<file path="src/irq_regs_consts.vh">
/*
 * Constants for the interrupt flag and enable register bank: register
 * offsets, implemented-bit masks, reset values and status bit positions.
 * Assumes it is included by bare name from the design files.
 */
`ifndef IRQ_REGS_CONSTS_VH
`define IRQ_REGS_CONSTS_VH

// ****************************************************************
// Register byte offsets (one aligned word each)
// ****************************************************************
`define OFS_PRIMARY_IRQ_CTRL_A 8'h00
`define OFS_PRIMARY_IRQ_CTRL_B 8'h04
`define OFS_PRIMARY_IRQ_CTRL_C 8'h08
`define OFS_PRIMARY_IRQ_CTRL_D 8'h0c
`define OFS_SHARED_VECTOR_GROUP_A 8'h10
`define OFS_SHARED_VECTOR_GROUP_B 8'h14
`define OFS_EVENT_STATUS 8'h18
`define OFS_EVENT_MASK 8'h1c
`define MAP_TOP_BITS 3'h0

// ****************************************************************
// Implemented bits and reset values
// ****************************************************************
`define MASK_PRIMARY_A 8'h7f
`define MASK_PRIMARY_B 8'hff
`define MASK_PRIMARY_C 8'hff
`define MASK_PRIMARY_D 8'h77
`define MASK_GROUP_A 8'hff
`define MASK_GROUP_B 8'h77
`define RST_IRQ_REG 8'h00
`define NUM_BANK_REGS 6

// ****************************************************************
// Field positions
// ****************************************************************
`define BIT_GLOBAL_EN 0
`define BIT_PIN0_FLAG_A 4
`define BIT_PIN1_FLAG_A 5
`define BIT_PIN2_FLAG_D 4
`define BIT_PIN3_FLAG_D 5

// ****************************************************************
// Event status bits (sticky, write one to clear)
// ****************************************************************
`define NUM_EVENTS 3
`define EVT_WAKE 0
`define EVT_SERVICE 1
`define EVT_NEW_FLAG 2

// ****************************************************************
// Bus responses
// ****************************************************************
`define RESP_OKAY 2'h0
`define RESP_SLVERR 2'h2

`endif

</file>
<file path="src/axil_slave.v">
/*
 * AXI4-Lite slave front end: accepts write address and data in either
 * order, issues a one-cycle write strobe, answers reads one cycle after
 * the address is taken.
 * Assumes the owner decodes addresses and supplies read data combinationally.
 */
`timescale 1ns/1ns
`include "irq_regs_consts.vh"

module axil_slave #(
    parameter AW = 8
) (
    input wire aclk,
    input wire aresetn,
    input wire [AW-1:0] awaddr,
    input wire awvalid,
    output reg awready,
    input wire [31:0] wdata,
    input wire [3:0] wstrb,
    input wire wvalid,
    output reg wready,
    output reg [1:0] bresp,
    output reg bvalid,
    input wire bready,
    input wire [AW-1:0] araddr,
    input wire arvalid,
    output reg arready,
    output reg [31:0] rdata,
    output reg [1:0] rresp,
    output reg rvalid,
    input wire rready,
    output wire wr_en,
    output reg [AW-1:0] wr_addr,
    output reg [31:0] wr_data,
    output reg [3:0] wr_strb,
    input wire wr_ok,
    output wire [AW-1:0] rd_addr,
    input wire [31:0] rd_data,
    input wire rd_ok
);

reg aw_have_q;
reg w_have_q;
reg aw_have_d;
reg w_have_d;
reg bvalid_d;

// Both halves held and no response outstanding
assign wr_en = aw_have_q & w_have_q & ~bvalid;
// Address is held by the master while arvalid is high
assign rd_addr = araddr;

// ****************************************************************
// Write channel
// ****************************************************************
// Next holding state, used for the registered readies
always @*
begin
    aw_have_d = aw_have_q;
    w_have_d = w_have_q;
    bvalid_d = bvalid;
    if (bvalid && bready)
        bvalid_d = 1'b0;
    if (wr_en)
    begin
        aw_have_d = 1'b0;
        w_have_d = 1'b0;
        bvalid_d = 1'b1;
    end
    if (awvalid && awready)
        aw_have_d = 1'b1;
    if (wvalid && wready)
        w_have_d = 1'b1;
end

// Capture halves; ready drops while a half is held or a response waits
always @(posedge aclk)
begin
    if (!aresetn)
    begin
        aw_have_q <= 1'b0;
        w_have_q <= 1'b0;
        bvalid <= 1'b0;
        bresp <= `RESP_OKAY;
        awready <= 1'b0;
        wready <= 1'b0;
        wr_addr <= {AW{1'b0}};
        wr_data <= 32'h0;
        wr_strb <= 4'h0;
    end
    else
    begin
        aw_have_q <= aw_have_d;
        w_have_q <= w_have_d;
        bvalid <= bvalid_d;
        awready <= ~aw_have_d & ~bvalid_d;
        wready <= ~w_have_d & ~bvalid_d;
        if (awvalid && awready)
            wr_addr <= awaddr;
        if (wvalid && wready)
        begin
            wr_data <= wdata;
            wr_strb <= wstrb;
        end
        if (wr_en)
            bresp <= wr_ok ? `RESP_OKAY : `RESP_SLVERR;
    end
end

// ****************************************************************
// Read channel
// ****************************************************************
// One read at a time; data sampled at the address handshake
always @(posedge aclk)
begin
    if (!aresetn)
    begin
        arready <= 1'b0;
        rvalid <= 1'b0;
        rdata <= 32'h0;
        rresp <= `RESP_OKAY;
    end
    else if (rvalid)
    begin
        if (rready)
        begin
            rvalid <= 1'b0;
            arready <= 1'b1;
        end
    end
    else if (arvalid && arready)
    begin
        rvalid <= 1'b1;
        arready <= 1'b0;
        rdata <= rd_ok ? rd_data : 32'h0;
        rresp <= rd_ok ? `RESP_OKAY : `RESP_SLVERR;
    end
    else
        arready <= 1'b1;
end

endmodule // axil_slave

</file>
<file path="src/event_status.v">
/*
 * Sticky event status with write-one-to-clear, a mask of the same layout
 * and one registered level interrupt.
 * Assumes event inputs are one-cycle pulses or levels in the aclk domain.
 */
`timescale 1ns/1ns
`include "irq_regs_consts.vh"

module event_status #(
    parameter N = 3
) (
    input wire aclk,
    input wire aresetn,
    input wire [N-1:0] evt,
    input wire stat_wr,
    input wire [N-1:0] stat_wdata,
    input wire mask_wr,
    input wire [N-1:0] mask_wdata,
    output reg [N-1:0] status_q,
    output reg [N-1:0] mask_q,
    output reg irq_q
);

wire [N-1:0] status_d;

// A new event beats a clear in the same cycle
assign status_d = (status_q & ~(stat_wr ? stat_wdata : {N{1'b0}})) | evt;

// Status, mask and the gated interrupt level
always @(posedge aclk)
begin
    if (!aresetn)
    begin
        status_q <= {N{1'b0}};
        mask_q <= {N{1'b0}};
        irq_q <= 1'b0;
    end
    else
    begin
        status_q <= status_d;
        if (mask_wr)
            mask_q <= mask_wdata;
        irq_q <= |(status_d & (mask_wr ? mask_wdata : mask_q));
    end
end

endmodule // event_status

</file>
<file path="src/irq_flag_regs.v">
/*
 * Interrupt request flag and enable register bank: six 8-bit registers
 * holding source request flags, per-source enables and the global enable,
 * with hardware set, service clears, group merging, wake and vector request.
 * Assumes source events, service acknowledges and the low-power level are
 * synchronous one-clock signals from the core; software reaches the bank
 * over AXI4-Lite.
 */
`timescale 1ns/1ns
`include "irq_regs_consts.vh"

module irq_flag_regs #(
    parameter AW = 8
) (
    input wire aclk,
    input wire aresetn,
    input wire [AW-1:0] s_axi_awaddr,
    input wire s_axi_awvalid,
    output wire s_axi_awready,
    input wire [31:0] s_axi_wdata,
    input wire [3:0] s_axi_wstrb,
    input wire s_axi_wvalid,
    output wire s_axi_wready,
    output wire [1:0] s_axi_bresp,
    output wire s_axi_bvalid,
    input wire s_axi_bready,
    input wire [AW-1:0] s_axi_araddr,
    input wire s_axi_arvalid,
    output wire s_axi_arready,
    output wire [31:0] s_axi_rdata,
    output wire [1:0] s_axi_rresp,
    output wire s_axi_rvalid,
    input wire s_axi_rready,
    input wire [3:0] pin_evt,
    input wire [1:0] cmp_evt,
    input wire adc_evt,
    input wire [1:0] tick_evt,
    input wire [2:0] grp_ext_evt,
    input wire [3:0] tm0_evt,
    input wire [2:0] enh_evt,
    input wire svc_ack,
    input wire [3:0] svc_pin,
    input wire low_power,
    output reg int_req,
    output wire global_irq_enable,
    output reg wake,
    output wire irq
);

// ****************************************************************
// Declarations
// ****************************************************************
wire wr_en;
wire [AW-1:0] wr_addr;
wire [31:0] wr_data;
wire [3:0] wr_strb;
wire [AW-1:0] rd_addr;
reg [31:0] rd_data;
wire wr_ok;
wire rd_ok;
wire [2:0] wr_idx;
wire [2:0] rd_idx;
wire wr_lane0;

wire [47:0] bank_q;
wire [47:0] bank_d;
wire [47:0] set_all;
wire [47:0] clr_all;
wire [47:0] mask_all;
wire [47:0] flag_pos;

wire [7:0] reg_a;
wire [7:0] reg_b;
wire [7:0] reg_c;
wire [7:0] reg_d;
wire [7:0] grp_a;
wire [7:0] grp_b;

wire group0_set;
wire group1_set;
wire [3:0] pend_a;
wire [3:0] pend_b;
wire [3:0] pend_c;
wire [3:0] pend_d;
wire any_primary;

reg [47:0] flags_prev_q;
wire new_flag;
wire [`NUM_EVENTS-1:0] evt_vec;
wire [`NUM_EVENTS-1:0] status_q;
wire [`NUM_EVENTS-1:0] mask_q;

// ****************************************************************
// Bus front end
// ****************************************************************
// Handshakes and responses live in the slave; decoding stays here
axil_slave #(
    .AW(AW)
) u_bus (
    .aclk(aclk),
    .aresetn(aresetn),
    .awaddr(s_axi_awaddr),
    .awvalid(s_axi_awvalid),
    .awready(s_axi_awready),
    .wdata(s_axi_wdata),
    .wstrb(s_axi_wstrb),
    .wvalid(s_axi_wvalid),
    .wready(s_axi_wready),
    .bresp(s_axi_bresp),
    .bvalid(s_axi_bvalid),
    .bready(s_axi_bready),
    .araddr(s_axi_araddr),
    .arvalid(s_axi_arvalid),
    .arready(s_axi_arready),
    .rdata(s_axi_rdata),
    .rresp(s_axi_rresp),
    .rvalid(s_axi_rvalid),
    .rready(s_axi_rready),
    .wr_en(wr_en),
    .wr_addr(wr_addr),
    .wr_data(wr_data),
    .wr_strb(wr_strb),
    .wr_ok(wr_ok),
    .rd_addr(rd_addr),
    .rd_data(rd_data),
    .rd_ok(rd_ok)
);

// Eight words mapped; anything above answers with an error
assign wr_ok = (wr_addr[AW-1:5] == `MAP_TOP_BITS);
assign rd_ok = (rd_addr[AW-1:5] == `MAP_TOP_BITS);
assign wr_idx = wr_addr[4:2];
assign rd_idx = rd_addr[4:2];
// Registers are 8 bits wide, so only byte lane 0 carries a write
assign wr_lane0 = wr_en & wr_ok & wr_strb[0];

// ****************************************************************
// Register views
// ****************************************************************
// Named slices of the flat bank
assign reg_a = bank_q[7:0];
assign reg_b = bank_q[15:8];
assign reg_c = bank_q[23:16];
assign reg_d = bank_q[31:24];
assign grp_a = bank_q[39:32];
assign grp_b = bank_q[47:40];
assign global_irq_enable = reg_a[`BIT_GLOBAL_EN];

// ****************************************************************
// Hardware set and clear vectors
// ****************************************************************
// Group flags in B are set by enabled sub-source flags, so sub-sources share a vector
assign group0_set = |(grp_a[7:4] & grp_a[3:0]);
assign group1_set = |(grp_b[6:4] & grp_b[2:0]);

// Source events land on their flag positions only
assign set_all[7:0] = {1'b0, cmp_evt[0], pin_evt[1], pin_evt[0], 4'h0};
assign set_all[15:8] = {adc_evt, group1_set, group0_set, cmp_evt[1], 4'h0};
assign set_all[23:16] = {grp_ext_evt[1], tick_evt[1], tick_evt[0], grp_ext_evt[0], 4'h0};
assign set_all[31:24] = {1'b0, grp_ext_evt[2], pin_evt[3], pin_evt[2], 4'h0};
assign set_all[39:32] = {tm0_evt, 4'h0};
assign set_all[47:40] = {1'b0, enh_evt, 4'h0};

// Service clears the global enable, and pin service its own flag too
assign clr_all[7:0] = {2'h0, svc_pin[1], svc_pin[0], 3'h0, svc_ack | (|svc_pin)};
assign clr_all[23:8] = 16'h0;
assign clr_all[31:24] = {2'h0, svc_pin[3], svc_pin[2], 4'h0};
assign clr_all[47:32] = 16'h0;

// Unimplemented positions are never stored
assign mask_all = {`MASK_GROUP_B, `MASK_GROUP_A, `MASK_PRIMARY_D,
                   `MASK_PRIMARY_C, `MASK_PRIMARY_B, `MASK_PRIMARY_A};

// Flag positions, for edge detection of new requests
assign flag_pos = {8'h70, 8'hf0, 8'h70, 8'hf0, 8'hf0, 8'h70};

// ****************************************************************
// Register bank
// ****************************************************************
// Per register: software write, then hardware clear, then hardware set.
// Set comes last so an event in the clearing cycle is never lost.
genvar gi;
generate
    for (gi = 0; gi < `NUM_BANK_REGS; gi = gi + 1)
    begin : g_bank
        wire sel;
        wire [7:0] base;
        reg [7:0] slot_q;
        // One flop per register, so each slice has a single driver
        assign bank_q[gi*8 +: 8] = slot_q;
        assign sel = wr_lane0 & (wr_idx == gi);
        assign base = sel ? wr_data[7:0] : bank_q[gi*8 +: 8];
        assign bank_d[gi*8 +: 8] = ((base & ~clr_all[gi*8 +: 8]) | set_all[gi*8 +: 8])
                                   & mask_all[gi*8 +: 8];

        always @(posedge aclk)
        begin
            if (!aresetn)
                slot_q <= `RST_IRQ_REG;
            else
                slot_q <= bank_d[gi*8 +: 8];
        end
    end
endgenerate

// ****************************************************************
// Vector request
// ****************************************************************
// Primary enables gate only the request, never the stored flag; group enables gate the merged flag in B
assign pend_a = {1'b0, reg_a[6:4] & reg_a[3:1]};
assign pend_b = reg_b[7:4] & reg_b[3:0];
assign pend_c = reg_c[7:4] & reg_c[3:0];
assign pend_d = {1'b0, reg_d[6:4] & reg_d[2:0]};
assign any_primary = |{pend_a, pend_b, pend_c, pend_d};

// Request to the core needs a source enable and the global enable
always @(posedge aclk)
begin
    if (!aresetn)
        int_req <= 1'b0;
    else
        int_req <= any_primary & reg_a[`BIT_GLOBAL_EN] & ~svc_ack & ~(|svc_pin);
end

// ****************************************************************
// Wake and event detection
// ****************************************************************
// A flag already set before sleep does not wake; only a fresh rise does
assign new_flag = |(bank_q & flag_pos & ~flags_prev_q);

// Previous flags and the registered wake level
always @(posedge aclk)
begin
    if (!aresetn)
    begin
        flags_prev_q <= 48'h0;
        wake <= 1'b0;
    end
    else
    begin
        flags_prev_q <= bank_q & flag_pos;
        wake <= low_power & new_flag;
    end
end

// ****************************************************************
// Event status and interrupt
// ****************************************************************
// Events collected for software in the sticky status register
assign evt_vec[`EVT_WAKE] = low_power & new_flag;
assign evt_vec[`EVT_SERVICE] = svc_ack | (|svc_pin);
assign evt_vec[`EVT_NEW_FLAG] = new_flag;

event_status #(
    .N(`NUM_EVENTS)
) u_status (
    .aclk(aclk),
    .aresetn(aresetn),
    .evt(evt_vec),
    .stat_wr(wr_lane0 & (wr_idx == `OFS_EVENT_STATUS >> 2)),
    .stat_wdata(wr_data[`NUM_EVENTS-1:0]),
    .mask_wr(wr_lane0 & (wr_idx == `OFS_EVENT_MASK >> 2)),
    .mask_wdata(wr_data[`NUM_EVENTS-1:0]),
    .status_q(status_q),
    .mask_q(mask_q),
    .irq_q(irq)
);

// ****************************************************************
// Read mux
// ****************************************************************
// Upper bits of every word read as zero
always @*
begin
    rd_data = 32'h0;
    case (rd_idx)
        3'h0: rd_data[7:0] = reg_a;
        3'h1: rd_data[7:0] = reg_b;
        3'h2: rd_data[7:0] = reg_c;
        3'h3: rd_data[7:0] = reg_d;
        3'h4: rd_data[7:0] = grp_a;
        3'h5: rd_data[7:0] = grp_b;
        3'h6: rd_data[`NUM_EVENTS-1:0] = status_q;
        3'h7: rd_data[`NUM_EVENTS-1:0] = mask_q;
        default: rd_data = 32'h0;
    endcase
end

endmodule // irq_flag_regs

</file>
<file path="config.mk">
export PLATFORM = sky130hd
export DESIGN_NAME = irq_flag_regs
export DESIGN_NICKNAME = d
export VERILOG_FILES = /design/src/axil_slave.v /design/src/event_status.v /design/src/irq_flag_regs.v
export VERILOG_INCLUDE_DIRS = /design/src
export SDC_FILE = /design/constraint.sdc
export NUM_CORES = 1
export LEC_CHECK = 0
export BUFFER_PORTS_ARGS = -buffer_cell sky130_fd_sc_hd__buf_2
export CAP_MARGIN = 20
export CORE_MARGIN = 10
export CORE_UTILIZATION = 35
export CTS_BUF_LIST = sky130_fd_sc_hd__clkbuf_16
export CTS_CLUSTER_DIAMETER = 150
export DETAILED_ROUTE_END_ITERATION = 10
export GPL_ROUTABILITY_DRIVEN = 0
export PLACE_DENSITY = 0.65
export SYNTH_ARGS = -nofsm -noshare
export SYNTH_HDL_FRONTEND = slang
export SYNTH_SLANG_ARGS = --single-unit
export TNS_END_PERCENT = 50
</file>
<file path="constraint.sdc">
create_clock -name aclk -period 2.1 [get_ports aclk]
set_input_delay 0.105 -clock aclk [delete_from_list [all_inputs] [get_ports aclk]]
set_output_delay 0.105 -clock aclk [all_outputs]
set_load 0.02 [all_outputs]
</file>
==> results of run 1 <==
-- cell usage after synthesis, types with 4 or more instances --
library cell  instances  share of area
a21oi_1              56          0.062
a22oi_1              12          0.020
nor4_1                4         0.0055
nand2_1              50          0.041
inv_1                44          0.036
buf_4                26          0.043
clkbuf_1             19          0.016
o221ai_1              4         0.0077
nor2b_1               8          0.011
o21ai_0               6         0.0066
mux2i_1              41          0.090
nand2b_1              5         0.0069
and2_1                5         0.0069
o22ai_1              11          0.015
dfxtp_1             105           0.46
mux4_2                5          0.025
nand3_1              22          0.024
nor2_1               56          0.046
nor3_1                5         0.0055
-- sequential cells by signal (all words and copies together), names as in the netlist, 3 cells and up --
signal and cells:
u_bus.rdata 8, u_bus.wr_data 8, g_bank.slot_q 43, u_bus.wr_addr 6, u_status.status_q 3, flags_prev_q 21, u_status.mask_q 3
-- final cells by class --
| type | count | share of cell area |
|---|---|---|
| flip-flops and latches | 105 | 0.388 |
| clock inverters | 6 | 0.00532 |
| multi-input cells | 347 | 0.382 |
| repair buffers | 99 | 0.112 |
| well taps | 172 | 0.0398 |
| clock buffers | 9 | 0.0416 |
| inverters | 44 | 0.0305 |
-- final timing paths --
check | startpoint | end | slack (ns) | cells after the start
worst max register to register | u_bus.bvalid | u_status.irq_q | 0.17 | 6
worst min-delay path | tm0_evt[2] | g_bank[4].slot_q[6] | 0.004 | 3
worst min register to register | u_bus.wr_strb[0] | u_bus.wr_strb[0] | 0.46 | 2
worst max-delay path | u_bus.bvalid | u_status.irq_q | 0.17 | 6
-- logic make-up (layout without fill, tap and decap cells) --
logic type,count (synthesis),after routing,share of synthesized area
muxes,48,48,0.120
buffers and inverters,94,158,0.102
AOI/OAI and AO/OA,103,103,0.136
and+or+nand+nor,170,170,0.178
DFF,105,105,0.463
other,1,26,0.000827
-- metrics by stage --
stage | worst slack [ns] | util | area [µm²] | total power [mW]
2_1_floorplan | 0.299 | - | 4630 | 2.46
3_3_place_gp | 0.239 | 0.394 | 4990 | 2.56
3_5_place_dp | 0.197 | 0.394 | 4990 | 2.57
4_1_cts | 0.185 | 0.427 | 5410 | 4.06
5_1_grt | 0.00238 | 0.427 | 5410 | 4.19
6_report | 0.172 | 0.427 | 5410 | 4.03
-- metal layers --
metal  track usage  vias up  wire, µm
met5             0        -         0
met3        0.0265       25       571
met1         0.161     1746      5220
met4        0.0726        0       367
met2         0.229       99      6100
li1              -     1897         -
-- tightest hold or removal path: stages --
cell     delay, ns
buf_2         0.10
inv_1         0.05
a21oi_1       0.05
-- power by group through the flow --
stage                     clock, mW  combinational (mW)  sequential, mW
after floorplan                   0               0.292            2.17
after global placement            0               0.369            2.19
after detailed placement          0               0.378            2.19
after CTS                      1.51               0.403            2.15
after global routing           1.58               0.451            2.15
final                          1.48               0.403            2.15
==> impl_metrics.toml, run 1 <==
[synthesis]
synth_seq_cells = 105
synth_top_flop_cell = "dfxtp_1"
seq_area_frac_synth = 0.463
yosysUniqueCellTypes = 41
yosysWarnings = 0
synth_area_um2 = 4540
synth-async-reset-ratio = 0
synth_cells = 521
synth-edff-count = 0
syn_area_per_cell_um2 = 8.71

[layout]
fin_nets = 690
final_cells = 782
final_common_cell = "dfxtp_1"
seq_area_um2 = 2100
diodes = 0
most-common-layout-cells = "dfxtp_1 (105), buf_2 (71), nor2_1 (56), a21oi_1 (56), nand2_1 (50)"
multi_input_area_um2 = 2070
syn2layout_area_growth_pct = 19.3
drive_gt1_frac = 0.177
num-fill-cells = 1257

[power_and_ir_drop]
comb_power_share = 0.100
p_sw_mw = 1.02
power_density_nw_per_um2 = 745
swShare = 0.253
pwr-share-seq = 0.533
clockPowerShare = 0.367
p_int_mw = 3.01
peakVddDrop_v = 0.000447
leakage_nw = 2.40

[detailed_routing]
avgViaCountPerCell = 4.82
drtIter0Drc = 122
wl_mm = 12.3
firstDrtPassIters = 4
drc = 0
ant_nets = 0
vias = 3767
drt-wirelength-per-cell_um = 15.7

[clock_network]
cts_inserted_buffers = 9
cts_resized = 0
htree_levels = 3
cts.sinks = 105
postCtsSetupBuffers = 0
clkSlewWorstSetupHoldPaths_ns = 0.07
cts_tree = "built"
cts_root_buf = "clkbuf_16"
clock_latency_ns = 0.35
cts_hold_buf = 17
clock_path_buffers = 2

[critical_path]
path_max_fanout = 6
cp_top_family = "simple AND/OR/NAND/NOR gates"
crit_buf_inv = 0
cp_slowest_stage_delay_ns = 0.41
worstSetupStartpointType = "flip-flop"
cp-end-kind = "flip-flop"
cp_cell_sequence = "nand4b_1 -> nor3_1 -> and2_1 -> nand2_1 -> a21boi_1 -> o221ai_1"
path_class = "flip-flop to flip-flop"
slowest_stage = "nor3_1"
cp.arrival_ns = 2.14
cp_data_required_time_ns = 2.32

[placed_design]
port_buffers = 71
dp.final_hpwl_mm = 9.33
place_inst = 750

[run]
maxCapViolCount = 0

[timing]
fin_crit_sh = 0.918
fin_setup_tns_ns = 0
tightest_slew_ns = 0.692
setup_violations = 0
fmax_ghz = 0.519
drv_slew = 0
fin_skew_ns = 0.0116
timing.hold.ws_ns = 0.00365
final_hold_viol_count = 0
grt_setup_unrepaired = "no"
slew_headroom = 0.534
fin_crit_ns = 1.93

[floorplan]
die_y_um = 134
start_util = 0.358
die_area_um2 = 17900
core_area_um2 = 12700
dieWidth_um = 134
ios = 129
rows = 41

[global_route]
grt_usage = 0.136
grt_pass1_vias = 3832
grt_max_degree = 63
grt_pass1_wl_mm = 19.7
antenna_found_initial = 0
grt_overflow = 0

[hold_path]
hp-class = "input pin to flip-flop"

[status]
status = "complete, no violations"
No activity file was read; power rests on OpenSTA's default activity.
==> inputs of run 2 (changes only) <==
- CORE_UTILIZATION: 35 -> 40
- PLACE_DENSITY: 0.65 -> 0.63
==> run 2 against run 1 <==
Net effect:
- worst setup slack better by 0.0067 ns
- sequential share of layout area down 0.64 points
- die area decreased by 11%
- final cell count decreased by 3.2%
- critical path type unchanged
- highest routed layer unchanged
==> impl_metrics.toml, run 2 (synthesized netlist as in run 1, its figures left out) <==
[global_route]
busiest_layer = "met2"
grt_pass1_vias = 3927
use_met1 = 0.192
grt_pass1_wl_mm = 20.2
grt_usage = 0.153
grt_max_degree = 27
antenna_found_initial = 0
grt_overflow = 0
grtUsageMet3 = 0.0454
grt_util_met2 = 0.251

[clock_network]
postCtsSetupBuffers = 0
cts_root_buf = "clkbuf_16"
clock_latency_ns = 0.34
cts.sinks = 105
clock_path_buffers = 2
htree_levels = 3
cts_tree = "built"
cts_inserted_buffers = 9
clkSlewWorstSetupHoldPaths_ns = 0.07

[power_and_ir_drop]
power_density_nw_per_um2 = 764
peakVddDrop_v = 0.000415
finalPower_mw = 4.21
leakage_nw = 2.45

[layout]
top_register = "g_bank.slot_q"
fin_util = 0.501
drive_gt1_frac = 0.185
syn2layout_area_growth_pct = 21.3
largest_reg_flops = 43
fin_nets = 696
final_common_cell = "dfxtp_1"
most-common-layout-cells = "dfxtp_1 (105), buf_2 (71), nor2_1 (56), a21oi_1 (56), nand2_1 (50)"
diodes = 0
layout_top_registers = "g_bank.slot_q x43, flags_prev_q x21"

[critical_path]
cp.arrival_ns = 2.14
crit_buf_inv = 0
cp_top_family = "simple AND/OR/NAND/NOR gates"
r2r_setup_slack_ns = 0.18
cp_data_required_time_ns = 2.32
worstSetupStartpointType = "flip-flop"
cp_cell_sequence = "nand4b_1 -> nor4_4 -> mux2i_1 -> nor2_1 -> o21ai_0 -> o221ai_1"
cp-end-kind = "flip-flop"
slowest_stage = "nor4_4"
path_max_fanout = 6
path_class = "flip-flop to flip-flop"
cp_slowest_stage_delay_ns = 0.51

[timing]
drv_slew = 0
fin_skew_ns = 0.00695
fin_setup_tns_ns = 0
tightest_slew_ns = 0.659
setup_violations = 0
final_hold_viol_count = 0
fin_crit_sh = 0.915
grt_setup_unrepaired = "no"
timing.hold.ws_ns = 0.00530
fin_crit_ns = 1.92
fmax_ghz = 0.520
slew_headroom = 0.557

[detailed_routing]
drtIter0Drc = 202
avgViaCountPerCell = 5.09
ant_nets = 0
wl_mm = 12.3
drc = 0
drt-wirelength-per-cell_um = 16.2
vias = 3855
firstDrtPassIters = 4

[floorplan]
ios = 129
dieWidth_um = 127
core_area_um2 = 11000
die_area_um2 = 16000
rows = 38
die_y_um = 127
start_util = 0.413

[run]
maxCapViolCount = 0

[placed_design]
dp.final_hpwl_mm = 9.20
port_buffers = 71

[hold_path]
hp-class = "input pin to flip-flop"

[status]
status = "complete, no violations"
run 2: timing repair:
| action | CTS | global route |
|---|---|---|
| setup endpoints to repair | 0 | 1 |
| gates resized for setup | 0 | 1 |
| hold endpoints to repair | 20 | 0 |
| hold buffers | 20 | 0 |
run 2: routing by layer:
metal	share of wire	up-vias
met5	0	-
met4	0.011	0
met3	0.080	10
met2	0.47	123
met1	0.44	1815
li1	-	1907
run 2: worst reg2reg max path, cell delays in order (launching register included):
cell      delay [ns]
dfxtp_1         0.34
nand4b_1        0.42
nor4_4          0.51
mux2i_1         0.23
nor2_1          0.06
o21ai_0         0.10
o221ai_1        0.12
run 2: area by class of cell:
cell class / instances / area [µm²]
clock buffers: 9 / 225
clock inverters: 7 / 63.8
fillers: 1043 / 5480
inverters: 44 / 165
multi-input cells: 347 / 2070
flip-flops and latches: 105 / 2100
well taps: 140 / 175
repair buffers: 105 / 698
run 2: where the power goes:
part           switching, mW  internal [mW]
registers             0.0759           2.07
logic                  0.245          0.174
clock network          0.730          0.914
run 2: through the flow:
stage	worst slack (ns)	instance area (µm²)	cells
after detailed placement	0.223	5010	721
final	0.178	5500	757
after CTS	0.199	5500	757
after global placement	0.241	5010	721
after global routing	0.00387	5500	757
after floorplan	0.299	4630	546
run 2: final timing paths:
kind,from,to,cells past startpoint
hold reg to reg,u_bus.wr_addr[5],u_bus.wr_addr[5],2
setup / recovery,u_bus.bvalid,u_status.irq_q,6
hold / removal,pin_evt[3],g_bank[3].slot_q[5],3
setup reg to reg,u_bus.bvalid,u_status.irq_q,6
==> inputs of run 3 (changes only) <==
- clock period: 2.1 -> 1.9 ns (I/O delays scaled with it)
==> run 3 against run 2 <==
Net effect:
- the run now ends with hold timing left
- core utilization up 1.5 points
- worst setup slack worse by 0.024 ns
- total power increased by 9.2%
- flip-flop and latch count stayed put
- wire length increased by 4.6%
- critical endpoint unchanged
- largest power group unchanged
==> impl_metrics.toml, run 3 (synthesized netlist as in run 1, its figures left out) <==
[power_and_ir_drop]
peakVddDrop_v = 0.000525
leakage_nw = 2.54
power_density_nw_per_um2 = 810

[layout]
drive_gt1_frac = 0.199
top_register = "g_bank.slot_q"
final_common_cell = "dfxtp_1"
syn2layout_area_growth_pct = 24.9
diodes = 0
design_area_um2 = 5670
seq_area_um2 = 2100
multi_input_area_um2 = 2080
fin_nets = 718
layout_top_registers = "g_bank.slot_q x43, flags_prev_q x21"
largest_reg_flops = 43
most-common-layout-cells = "dfxtp_1 (105), buf_2 (71), nor2_1 (56), a21oi_1 (56), nand2_1 (50)"
final_cells = 779
num-fill-cells = 1026

[timing]
fin_crit_sh = 0.919
tightest_slew_ns = 0.501
slew_headroom = 0.665
final_hold_viol_count = 1
fin_skew_ns = 0.0150
fin_crit_ns = 1.75
grt_setup_unrepaired = "no"
timing.hold.ws_ns = -0.00286
fmax_ghz = 0.573
drv_slew = 0
setup_violations = 0

[critical_path]
cp-end-kind = "flip-flop"
cp.arrival_ns = 1.96
reg2reg_from = "u_bus.wr_addr[5]"
crit_start = "u_bus.wr_addr[5]"
cp_data_required_time_ns = 2.11
path_class = "flip-flop to flip-flop"
worstSetupStartpointType = "flip-flop"
path_max_fanout = 5

[status]
violations = "hold timing"
status = "finished with violations"

[global_route]
grt_usage = 0.157
grt_pass1_wl_mm = 20.6
grt_pass1_vias = 4007
grt_max_degree = 29
antenna_found_initial = 0
grt_overflow = 0

[run]
maxCapViolCount = 0

[hold_path]
hp-class = "input pin to flip-flop"
hold_path_startpoint = "s_axi_awaddr[7]"

[floorplan]
ios = 129
dieWidth_um = 127
start_util = 0.413
rows = 38
die_y_um = 127
core_area_um2 = 11000
die_area_um2 = 16000

[clock_network]
cts.sinks = 105
htree_levels = 3
clock_path_buffers = 2
cts_root_buf = "clkbuf_16"
clkSlewWorstSetupHoldPaths_ns = 0.08
clock_latency_ns = 0.35
cts_inserted_buffers = 9
cts_tree = "built"

[detailed_routing]
wl_mm = 12.9
ant_nets = 0
drtIter0Drc = 287
firstDrtPassIters = 5
drc = 0
vias = 4015
drt-wirelength-per-cell_um = 16.5
avgViaCountPerCell = 5.15

[placed_design]
place_inst = 731
dpl_cell_area_um2 = 5070
dp.final_hpwl_mm = 9.64
port_buffers = 71
==> run 3: where the power goes <==
group / total (mW) / internal [mW] / switching, mW
clock: 1.72 / 0.889 / 0.830
sequential: 2.36 / 2.28 / 0.0801
combinational: 0.508 / 0.220 / 0.288
total: 4.59 / 3.39 / 1.20
==> run 3: repair_timing <==
action | CTS | global route
gates cloned | 0 | 0
hold buffers | 30 | 0
gates resized for setup | 1 | 1
buffers inserted | 1 | 1
setup endpoints to repair | 1 | 5
pin swaps | 1 | 1
endpoints found under the hold margin | 30 | 0
==> run 3: final cells by class <==
class,count,share of cell area
sequential,105,0.371
multi-input combinational,347,0.366
timing repair buffer,127,0.155
clock buffer,9,0.0397
tap,140,0.0309
inverter,44,0.0291
clock inverter,7,0.00839
==> run 3: final timing paths <==
path,end,slack (ns),cells past startpoint
worst min-delay path,u_bus.wr_addr[7],-0.003,3
worst min register to register,flags_prev_q[46],0.45,2
worst max register to register,u_status.irq_q,0.15,6
worst max-delay path,u_status.irq_q,0.15,6
==> run 3: metal layers <==
metal  track usage  vias to the layer above  share of wire
met4        0.0402                        0          0.016
li1              -                     1956              -
met3        0.0504                       16          0.076
met1         0.193                     1890           0.44
met5             0                        -              0
met2         0.260                      153           0.47
==> run 3: critical path: stages (launching register included) <==
cell	delay (ns)
dfxtp_1	0.32
or3_4	0.44
nor3_2	0.17
and2_1	0.20
a21boi_0	0.12
o21ai_0	0.21
o221ai_1	0.14
==> run 3: metrics by stage <==
stage | utilization | power [mW] | setup WS (ns) | TNS [ns]
after floorplan | - | 2.72 | 0.0988 | 0
after global placement | 0.462 | 2.85 | 0.0478 | 0
after detailed placement | 0.462 | 2.86 | -0.0296 | -0.0296
after CTS | 0.515 | 4.61 | 0.0190 | 0
after global routing | 0.516 | 4.77 | 0.0447 | 0
final | 0.516 | 4.59 | 0.154 | 0
